### config.mk
export PLATFORM = sky130hd
export DESIGN_NAME = acr_top
export DESIGN_NICKNAME = d
export VERILOG_FILES = /design/src/pkg/acr_pkg.sv /design/src/pkg/acr_conv_if.sv /design/src/rtl/acr_conv_seq.sv /design/src/rtl/acr_top.sv
export VERILOG_INCLUDE_DIRS = /design/src /design/src/pkg
export SDC_FILE = /design/constraint.sdc
export NUM_CORES = 1
export LEC_CHECK = 0
export BUFFER_PORTS_ARGS = -buffer_cell sky130_fd_sc_hd__buf_4
export CAP_MARGIN = 20
export CORE_ASPECT_RATIO = 0.7
export CORE_UTILIZATION = 35
export CTS_BUF_LIST = sky130_fd_sc_hd__clkbuf_4
export DETAILED_ROUTE_END_ITERATION = 16
export PLACE_DENSITY = 0.66
export SYNTH_ARGS = -nofsm -noshare
export SYNTH_HDL_FRONTEND = slang
export SYNTH_HIERARCHICAL = 1
export SYNTH_SLANG_ARGS = --single-unit
export TNS_END_PERCENT = 20
### constraint.sdc
create_clock -name sys_clk -period 2.05 [get_ports sys_clk]
set_clock_uncertainty 0.15 [all_clocks]
set_input_delay 0.41 -clock sys_clk [delete_from_list [all_inputs] [get_ports sys_clk]]
set_output_delay 0.41 -clock sys_clk [all_outputs]
set_load 0.01 [all_outputs]
### src/pkg/acr_regs.svh
// Purpose: offsets, field positions, reset values and timing counts for the
//          converter control register block.
// Assumes: 32-bit apb data, one register per aligned word.
// Notes: reserved bits 6 and 3 are stored as written.
// How it works
// - writing one to start bit launches a conversion on the selected input
// - start bit reads one while converting, zero when idle
// - writing zero to start bit changes nothing, never aborts
// - reference-enable bit one turns on internal reference, zero allows external
// - converter-enable bit zero keeps converter off for low power, one enables; a start still runs the sequencer while it is zero
// - three-bit channel field code n selects analog input n
`ifndef ACR_REGS_SVH
`define ACR_REGS_SVH
`define ACR_CTL0_OFFSET 12'hf70
`define ACR_STATUS_OFFSET 12'hf74
`define ACR_CTL0_RESET 8'h00
`define ACR_START_BIT 7
`define ACR_RSV6_BIT 6
`define ACR_REF_ENABLE_BIT 5
`define ACR_CONVEN_BIT 4
`define ACR_RSV3_BIT 3
`define ACR_CHAN_LSB 0
`define ACR_CHAN_MSB 2
`define ACR_CONV_CYCLES 16
`endif

### src/pkg/acr_pkg.sv
// Purpose: shared types for the converter control register block.
// Assumes: nothing beyond the register header.
// Notes: the engine state type is used only by the sequencer; top imports the package but does not use it.
package acr_pkg;
    typedef enum logic [1:0] {ACR_IDLE, ACR_CONVERT, ACR_DONE} acr_state_t;
    typedef logic [2:0] acr_chan_t;
endpackage : acr_pkg

### src/pkg/acr_conv_if.sv
// Purpose: carrier between register file and conversion sequencer.
// Assumes: single clock.
// Notes: start is a one-cycle pulse, busy a level.
`timescale 1ns/100ps
interface acr_conv_if;
    logic start;
    logic busy;
    logic done;
    logic [2:0] chan;
    modport regs (output start, output chan, input busy, input done);
    modport engine (input start, input chan, output busy, output done);
endinterface : acr_conv_if

### src/rtl/acr_conv_seq.sv
// Purpose: conversion sequencer that times one conversion.
// Assumes: start only taken when idle.
// Notes: fixed duration stands in for the analog engine.
`timescale 1ns/100ps
`include "acr_regs.svh"
module acr_conv_seq
    import acr_pkg::*;
#(
    parameter int CONV_CYCLES = `ACR_CONV_CYCLES
)
(
    input wire logic sys_clk,
    input wire logic reset,
    acr_conv_if.engine cif,
    output logic [2:0] conv_channel
);
    acr_state_t state_r;
    logic [15:0] cnt_r;

    // idle, convert for a fixed count, then flag completion
    always_ff @(posedge sys_clk)
    begin
        if (reset)
        begin
            state_r <= ACR_IDLE;
            cnt_r <= 16'h0000;
        end
        else
        begin
            case (state_r)
                ACR_IDLE:
                begin
                    if (cif.start)
                    begin
                        state_r <= ACR_CONVERT;
                        cnt_r <= 16'(CONV_CYCLES - 1);
                    end
                end
                ACR_CONVERT:
                begin
                    if (cnt_r == 16'h0000)
                        state_r <= ACR_DONE;
                    else
                        cnt_r <= cnt_r - 16'h0001;
                end
                ACR_DONE:
                    state_r <= ACR_IDLE;
                default:
                    state_r <= ACR_IDLE;
            endcase
        end
    end

    // latch the selected input at launch
    always_ff @(posedge sys_clk)
    begin
        if (reset)
            conv_channel <= 3'h0;
        else if (state_r == ACR_IDLE && cif.start)
            conv_channel <= cif.chan;
    end

    assign cif.busy = (state_r != ACR_IDLE);
    assign cif.done = (state_r == ACR_DONE);
endmodule : acr_conv_seq

### src/rtl/acr_top.sv
// Purpose: converter control register zero with apb slave and sequencer.
//          one control byte at 0xf70, launch channel readable at 0xf74.
// Assumes: apb3 master, zero wait states.
//          software writes zero to the reserved bits.
// Notes: unmapped addresses read zero, no error.
//        a start written while busy is dropped, not queued.
//        read data is loaded in the setup phase and held for the access.
//        the busy bit covers launch pulse, conversion and done cycle.
//
// Chosen here: the APB register port.
`timescale 1ns/100ps
`include "acr_regs.svh"
module acr_top
    import acr_pkg::*;
#(
    parameter int CONV_CYCLES = `ACR_CONV_CYCLES
)
(
    input wire logic sys_clk,
    input wire logic reset,
    input wire logic psel,
    input wire logic penable,
    input wire logic pwrite,
    input wire logic [11:0] paddr,
    input wire logic [31:0] pwdata,
    output logic [31:0] prdata,
    output logic pready,
    output logic pslverr,
    output logic internal_reference_enable,
    output logic converter_enable,
    output logic [2:0] analog_channel_select,
    output logic [2:0] conv_channel,
    output logic conv_busy
);
    // sequencer carrier
    acr_conv_if cif ();

    // stored control bits and strobes
    logic rsv6_r;
    logic rsv3_r;
    logic start_r;
    logic start_nxt;
    logic wr_en;
    logic rd_setup;
    logic sel_ctl;
    logic sel_stat;

    // write data split into fields
    logic wr_start;
    logic wr_rsv6;
    logic wr_ref;
    logic wr_conv;
    logic wr_rsv3;
    logic [2:0] wr_chan;

    // read side images
    logic [7:0] ctl_word;
    logic [31:0] rd_ctl;
    logic [31:0] rd_stat;
    logic [31:0] rd_nxt;

    // register decode on the byte address
    assign sel_ctl = (paddr == `ACR_CTL0_OFFSET);
    assign sel_stat = (paddr == `ACR_STATUS_OFFSET);

    // access-phase write strobe and setup-phase read strobe
    assign wr_en = psel && penable && pwrite && sel_ctl;
    assign rd_setup = psel && !penable && !pwrite;

    // every access completes at once, never in error
    assign pready = 1'b1;
    assign pslverr = 1'b0;

    // field slices of the write word
    assign wr_start = pwdata[`ACR_START_BIT];
    assign wr_rsv6 = pwdata[`ACR_RSV6_BIT];
    assign wr_ref = pwdata[`ACR_REF_ENABLE_BIT];
    assign wr_conv = pwdata[`ACR_CONVEN_BIT];
    assign wr_rsv3 = pwdata[`ACR_RSV3_BIT];
    assign wr_chan = pwdata[`ACR_CHAN_MSB:`ACR_CHAN_LSB];

    // internal reference enable, bit five
    always_ff @(posedge sys_clk)
    begin
        if (reset)
        begin
            internal_reference_enable <= 1'b0;
        end
        else if (wr_en)
        begin
            internal_reference_enable <= wr_ref;
        end
    end

    // converter enable, bit four
    always_ff @(posedge sys_clk)
    begin
        if (reset)
        begin
            converter_enable <= 1'b0;
        end
        else if (wr_en)
        begin
            converter_enable <= wr_conv;
        end
    end

    // channel select, bits two to zero
    always_ff @(posedge sys_clk)
    begin
        if (reset)
        begin
            analog_channel_select <= 3'h0;
        end
        else if (wr_en)
        begin
            analog_channel_select <= wr_chan;
        end
    end

    // reserved bit six, kept as written
    always_ff @(posedge sys_clk)
    begin
        if (reset)
        begin
            rsv6_r <= 1'b0;
        end
        else if (wr_en)
        begin
            rsv6_r <= wr_rsv6;
        end
    end

    // reserved bit three, kept as written
    always_ff @(posedge sys_clk)
    begin
        if (reset)
        begin
            rsv3_r <= 1'b0;
        end
        else if (wr_en)
        begin
            rsv3_r <= wr_rsv3;
        end
    end

    // launch request: a one starts only when idle, a zero never touches a run
    assign start_nxt = wr_en && wr_start && !cif.busy;

    // one-cycle start pulse towards the sequencer
    always_ff @(posedge sys_clk)
    begin
        if (reset)
        begin
            start_r <= 1'b0;
        end
        else
        begin
            start_r <= start_nxt;
        end
    end

    // sequencer hookup
    assign cif.start = start_r;
    assign cif.chan = analog_channel_select;

    // busy covers the launch cycle and clears when the sequencer finishes
    assign conv_busy = start_r || cif.busy;

    // control byte image, busy in the start position
    always_comb
    begin
        ctl_word = 8'h00;
        ctl_word[`ACR_START_BIT] = conv_busy;
        ctl_word[`ACR_RSV6_BIT] = rsv6_r;
        ctl_word[`ACR_REF_ENABLE_BIT] = internal_reference_enable;
        ctl_word[`ACR_CONVEN_BIT] = converter_enable;
        ctl_word[`ACR_RSV3_BIT] = rsv3_r;
        ctl_word[`ACR_CHAN_MSB:`ACR_CHAN_LSB] = analog_channel_select;
    end

    // full read words of both registers
    assign rd_ctl = {24'h00_0000, ctl_word};
    assign rd_stat = {29'h000_0000, conv_channel};

    // read word for the addressed register
    always_comb
    begin
        rd_nxt = 32'h0000_0000;
        if (sel_ctl)
        begin
            rd_nxt = rd_ctl;
        end
        else if (sel_stat)
        begin
            rd_nxt = rd_stat;
        end
        else
        begin
            rd_nxt = 32'h0000_0000;
        end
    end

    // read data captured in the setup phase, steady through the access
    always_ff @(posedge sys_clk)
    begin
        if (reset)
        begin
            prdata <= 32'h0000_0000;
        end
        else if (rd_setup)
        begin
            prdata <= rd_nxt;
        end
    end

    // conversion sequencer
    acr_conv_seq #(
        .CONV_CYCLES(CONV_CYCLES)
    ) u_seq (
        .sys_clk(sys_clk),
        .reset(reset),
        .cif(cif.engine),
        .conv_channel(conv_channel)
    );
endmodule : acr_top

# After elaboration in Yosys (flattened, before gate mapping)
# Cells that the tools add are included.
# Widths: inputs -> output; s select.
[totals]
register_bits = 61
input_bits = 49
wordCells = 43
[classes]
add_sub_neg = 1
n_eq_ne = 6
mux = 8
n_reduce_logical = 18
[op_table]
columns = ["op", "n"]
rows = [
  ["$mux 16", 2],
  ["$pmux 16 s2", 1],
  ["$eq 12x12->1 const B", 2],
  ["$logic_not 16->1", 1],
  ["$sub 16x1->16 const B", 1],
  ["$logic_and 1x1->1", 8],
  ["$mux 8", 1],
  ["$mux 2", 2],
  ["$ne 2x2->1 const B", 2],
  ["$pmux 2 s2", 1],
  ["$reduce_bool 2->1", 2],
  ["$logic_not 1->1", 3],
  ["$mux 3", 1],
  ["$reduce_and 3->1", 1],
  ["$eq 2x1->1 const B", 1],
  ["$logic_not 2->1", 1],
  ["$ne 2x1->1 const B", 1],
  ["$reduce_and 2->1", 1],
  ["$logic_or 1x1->1", 1],
]

# Depth between registers and ports, before layout
# Gate-level depths: netlist of the first run.
[depth]
word_depth = 5
mapped_depth = 7
depth_no_buf = 6

# By module
# The synthesis of the first run kept the hierarchy.
[modules_own_cells]
columns = ["module", "n_inst", "cells_per_inst", "area_each_um2"]
rows = [
  ["acr_conv_seq", 1, 123, 1056.0],
  ["acr_top", 1, 94, 924.6],
]

# Worst setup path after synthesis of the first run
# No wires, ideal clock.
[synth_timing]
path_kind = "register -> register"
startpoint = "register u_seq.cnt_r[7]"
endpoint = "register u_seq.cnt_r[15]"
setup_time_ps = 70
arrival_ps = 1948
required_time_ps = 1830
setup_slack_ps = -119
stages_incl_launch_ff = 5
period_less_slack_ps = 2169
cell_sequence = "dfxtp_1 -> or4_4 -> or4_4 -> or4_1 -> a21oi_1"
[synth_between]
elab_chain_cells = 3
elab_cells_between_ends = 6
[synth_rtl]
columns = ["element", "line_no", "source"]
rows = [
  ["from (decl)", "acr_conv_seq.sv:18", "logic [15:0] cnt_r;"],
  ["from (signal assigned)", "acr_conv_seq.sv:36", "cnt_r <= 16'(CONV_CYCLES - 1);"],
  ["from (signal assigned)", "acr_conv_seq.sv:44", "cnt_r <= cnt_r - 16'h0001;"],
  ["$sub 16x1->16 / $logic_not 16->1 (equally long branches)", "acr_conv_seq.sv:44, acr_conv_seq.sv:41", ""],
  ["$mux 16 / $ne 2x2->1 (equally long branches)", "-", ""],
  ["$pmux 16 s2 / $reduce_and 3->1 (equally long branches)", "-", ""],
]
# Several ways; a longest one is shown, not always the timed one. The select of a mux whose other input is x is not followed.
# A chain may end at the register's enable or synchronous reset.

# Worst setup path after layout of the first run
[layout_timing]
startpoint = "register u_seq.cnt_r[10]"
endpoint = "register u_seq.cnt_r[14]"
# The elaborated chain is that of the path after synthesis.

==> results of run 1 <==
[per-layer routing]
| layer | GRT usage | wire length (um) |
|---|---|---|
| met1 | 0.233 | 2410 |
| met2 | 0.236 | 2120 |
| met3 | 0.0329 | 309 |
| met4 | 0.0469 | 46 |
| met5 | 0 | 0 |
[flip-flops by register name (all words and copies together), names as in the netlist]
| signal | flops |
|---|---|
| u_seq/cnt_r | 16 |
| analog_channel_select | 3 |
| rsv6_r | 1 |
| prdata | 8 |
| cif.start | 1 |
| u_seq/conv_channel | 3 |
| rsv3_r | 1 |
| converter_enable | 1 |
| internal_reference_enable | 1 |
| u_seq/state_r | 2 |
[cell type report]
cell class,count,share of cell area
Clock buffer,5,0.0140
Clock inverter,3,0.0173
Inverter,6,0.00840
Multi-Input combinational cell,166,0.440
Sequential cell,37,0.279
Tap cell,72,0.0336
Timing Repair Buffer,72,0.208
[cell usage in the layout (no fill, tap or decap), types with 3 or more instances in the layout]
| master | instances |
|---|---|
| a21oi_1 | 10 |
| a21oi_2 | 3 |
| a22o_1 | 4 |
| buf_4 | 70 |
| clkbuf_4 | 5 |
| conb_1 | 26 |
| dfxtp_1 | 31 |
| dfxtp_2 | 6 |
| inv_1 | 6 |
| mux2i_1 | 13 |
| nand2_1 | 11 |
| nand2b_1 | 15 |
| nand4b_1 | 5 |
| nor2_1 | 10 |
| nor3b_1 | 4 |
| nor4_1 | 3 |
| nor4_2 | 4 |
| o21ai_0 | 4 |
| o2bb2ai_1 | 3 |
| o31ai_1 | 4 |
| or3_1 | 4 |
| or4_1 | 3 |
| or4_4 | 6 |
| or4b_4 | 3 |
[power groups by stage]
stage,registers [mW],clock network [mW],logic [mW]
5_1_grt,0.719,0.570,0.113
2_1_floorplan,0.735,0,0.0886
6_report,0.719,0.520,0.102
3_3_place_gp,0.735,0,0.0992
3_5_place_dp,0.735,0,0.101
4_1_cts,0.719,0.535,0.101
[repair_timing]
item / 4_1_cts / 5_1_grt
resized for setup: 5 / 22
pin swaps: 1 / 8
buffers inserted: 0 / 1
endpoints found under the setup margin: 7 / 13
hold buffers: 0 / 0
[stage by stage]
stage	worst slack (ns)	util	setup TNS, ns	std cells
floorplan	-0.111	-	-0.154	240
global placement	-0.122	0.466	-0.433	352
detailed placement	-0.145	0.466	-0.522	352
CTS	-0.156	0.485	-0.529	360
global route	-0.195	0.502	-0.708	361
finish	-0.164	0.502	-0.466	361
[worst paths after layout]
check,slack (ns),cells past startpoint,to,start
setup reg to reg,-0.16,4,u_seq/cnt_r[14],u_seq/cnt_r[10]
hold / removal,0.14,2,cif.start,pwdata[7]
hold reg to reg,0.32,1,prdata[2],prdata[2]
setup / recovery,-0.16,4,u_seq/cnt_r[14],u_seq/cnt_r[10]
[worst max-delay path: stages (launching register included)]
cell     delay (ns)
dfxtp_2        0.34
or4_4          0.53
or4_4          0.52
or4b_4         0.50
a21oi_2        0.12
==> flow_summary.yaml, run 1 <==
status:
  status: "finished with violations"
  violations: "setup timing"
yosys:
  syn_area_sq_um: 1970
  synth.avg_cell_area_sq_um: 9.14
  syn_inst: 216
  yosysWarnings: 6
grt:
  antenna_found_initial: 0
  grt_max_degree: 31
  grt_overflow: 0
  grt_util_all_layers: 0.160
  grt_pass1_vias: 1620
  grt_pass1_wl_um: 7480
clock_tree:
  cts_tree: "yes"
  cts_buffer_depth: 2
  cts_root_buf: "clkbuf_4"
  cts.sinks: 37
  h-tree-depth: 2
  cts_buffers: 5
  clock_latency_ns: 0.35
  clkSlewWorstSetupHoldPaths_ns: 0.12
timing:
  post-route-period-util: 1.08
  fmax_ghz: 0.452
  fin_crit_ns: 2.21
  setup_viol: 5
  finalHoldViolCount: 0
  maxSlewViolCount: 0
  rsz0062_at_grt: "yes"
  setup_ws_ns: -0.164
  worstMarginPinSlew_ns: 0.568
  whs_ns: 0.143
  max_slew_margin: 0.620
setup_path:
  endpoint_kind: "register"
  crit_fanout: 3
  required_ns: 2.19
  arrival_ns: 2.35
  crit_path_start_kind: "register"
  crit_type: "reg -> reg"
drt:
  via_per_inst: 4.94
  vias: 1785
  drc: 0
  wl_per_cell_um: 13.5
  postRouteAntennaNets: 0
  drt_first_pass_iters: 4
  drt_wl_total_um: 4890
  drt_iter0_drc: 117
floorplan:
  die_h_um: 64.8
  die_x_um: 91.8
  num_rows: 22
  die-area_sq_um: 5950
  initial_utilization: 0.370
  ioPinCount: 92
  core_sq_um: 5340
flow_run:
  cap_violations: 0
power:
  p_sw_uw: 317
  comb_power_share: 0.076
  total_power_mw: 1.34
  p_int_mw: 1.02
  swShare: 0.236
  clock_power_share: 0.388
  vdd_drop_max_v: 0.000233
  leakage_nw: 1.15
  p_per_area_nw_per_um2: 500
  p_seq_frac: 0.536
place:
  io_buffers: 41
  dpl_cell_area_sq_um: 2490
  gp_congestion: 0.808
  dp_hpwl_um: 3550
finish:
  ff_latch_area_sq_um: 748
  multi_input_area_sq_um: 1180
  nFillCells: 507
  final_nets: 338
  antenna_cells: 0
  syn_to_final_growth_pct: 35.7
  layout-drive-gt1-share: 0.401
  final_area_sq_um: 2680
min_path:
  min_path_type: "in -> reg"
Note: power is estimated with default switching activity, not from simulation.
==> run 2: changes to the inputs <==
==> constraint.sdc (replaced) <==
create_clock -name sys_clk -period 2.05 [get_ports sys_clk]
set_clock_uncertainty 0.15 [all_clocks]
set_input_delay 0.205 -clock sys_clk [delete_from_list [all_inputs] [get_ports sys_clk]]
set_output_delay 0.205 -clock sys_clk [all_outputs]
set_load 0.01 [all_outputs]
==> run 2 against run 1 <==
Final cell count grew 3.3%; via count grew 4.0%; the run still ends with setup timing left; combinational power up 15%; routed wire length rose by 2.4%; total power shrank 9.0%; die area did not move; critical endpoint unchanged; cell area is 2.1% higher; worst hold slack gained 0.037 ns; global-route usage is 1.3 points higher.
==> flow_summary.yaml, run 2 (synthesized netlist as in run 1, its figures left out) <==
finish:
  syn_to_final_growth_pct: 38.6
  final_common_cell: "buf_4"
  layout_common_cells: "72 x buf_4, 32 x dfxtp_1, 26 x conb_1, 15 x nand2b_1, 13 x mux2i_1"
  largest_reg_flops: 16
  final_nets: 350
  antenna_cells: 0
  regMostFlops: "u_seq/cnt_r"
  final_cells: 373
  reg_top3: "u_seq/cnt_r (16), prdata (8)"
  layout-drive-gt1-share: 0.365
drt:
  via_per_inst: 4.98
  drc: 0
  drt_wl_total_um: 5000
  postRouteAntennaNets: 0
  drt_iter0_drc: 116
  vias: 1857
  wl_per_cell_um: 13.4
  drt_first_pass_iters: 4
setup_path:
  crit_path_frequent_cell: "or4_4"
  critPathSlowestCell: "or4_4"
  required_ns: 2.18
  endpoint_kind: "register"
  cpPeakStageDelay_ns: 0.53
  crit_fanout: 3
  arrival_ns: 2.31
  crit_type: "reg -> reg"
  crit_path_start_kind: "register"
  worstPathCellList: "or4_4 > or4_4 > or4b_4 > a21oi_2"
timing:
  post-route-period-util: 1.07
  setup_viol: 4
  rsz0062_at_grt: "yes"
  worstMarginPinSlew_ns: 0.567
  setup_ws_ns: -0.139
  max_slew_margin: 0.620
  fin_crit_ns: 2.19
  fmax_ghz: 0.457
  finalHoldViolCount: 0
  whs_ns: 0.180
  maxSlewViolCount: 0
grt:
  antenna_found_initial: 0
  grt_pass1_wl_um: 8160
  grt_pass1_vias: 1662
  grt_util_all_layers: 0.173
  grt_max_degree: 31
  grt_overflow: 0
place:
  gp_congestion: 0.809
  io_buffers: 41
  dp_cells: 353
  dp_hpwl_um: 3540
floorplan:
  die-area_sq_um: 5950
  die_x_um: 91.8
  num_rows: 22
  ioPinCount: 92
  core_sq_um: 5340
  die_h_um: 64.8
  initial_utilization: 0.370
min_path:
  min_path_type: "in -> reg"
clock_tree:
  clkSlewWorstSetupHoldPaths_ns: 0.11
  cts_buffers: 5
  h-tree-depth: 2
  cts_root_buf: "clkbuf_4"
  cts_tree: "yes"
  cts.sinks: 37
  clock_latency_ns: 0.34
  cts_buffer_depth: 2
flow_run:
  cap_violations: 0
power:
  p_per_area_nw_per_um2: 446
  vdd_drop_max_v: 0.000270
  leakage_nw: 1.18
status:
  status: "finished with violations"
  violations: "setup timing"
## run 2: what timing repair did
item	CTS	global route
hold buffers	11	0
pin swaps	2	6
buffers inserted	0	1
gates resized for setup	5	14
endpoints found under the hold margin	9	0
endpoints found under the setup margin	7	15
## run 2: routing by layer
metal | global-route usage | vias to the layer above | wire length [um]
met5 | 0 | - | 0
met4 | 0.0352 | 0 | 23
met3 | 0.0376 | 5 | 254
met2 | 0.262 | 71 | 2220
met1 | 0.252 | 873 | 2510
li1 | - | 908 | -
## run 2: final cells by class
class                      count  area [sq um]
clock inverter                 3          17.5
fill                         522          2600
sequential                    37           747
inverter                       6          22.5
multi-input combinational    166          1160
timing repair buffer          84           662
tap                           72          90.1
clock buffer                   5          37.5
## run 2: worst paths after layout
kind,startpoint,to,slack (ns),cells after the start
setup / recovery,u_seq/cnt_r[10],u_seq/cnt_r[14],-0.14,4
setup reg to reg,u_seq/cnt_r[10],u_seq/cnt_r[14],-0.14,4
hold reg to reg,prdata[2],prdata[2],0.32,1
hold / removal,paddr[0],prdata[2],0.18,4
## run 2: report_power, final
group	total, mW	switching [mW]	internal [mW]
clock network	0.384	0.254	0.130
logic	0.117	0.0591	0.0578
registers	0.719	0.00000560	0.719
total	1.22	0.313	0.906
## run 2: per-stage QoR
stage | TNS (ns) | area, sq um | util | power [mW] | worst slack [ns]
after floorplan | -0.154 | 2070 | - | 0.823 | -0.111
after global placement | -0.630 | 2480 | 0.465 | 0.831 | -0.175
after detailed placement | -0.704 | 2480 | 0.465 | 0.832 | -0.166
after CTS | -0.401 | 2670 | 0.501 | 1.23 | -0.118
after global routing | -0.609 | 2740 | 0.512 | 1.27 | -0.183
final | -0.344 | 2740 | 0.512 | 1.22 | -0.139
## run 2: critical path: cells and delay by family, from the launching register on
kind	cells	cell delay, ns
AND/OR/NAND/NOR	3	1.52
AO/OA/AOI/OAI	1	0.12
flip-flops	1	0.34
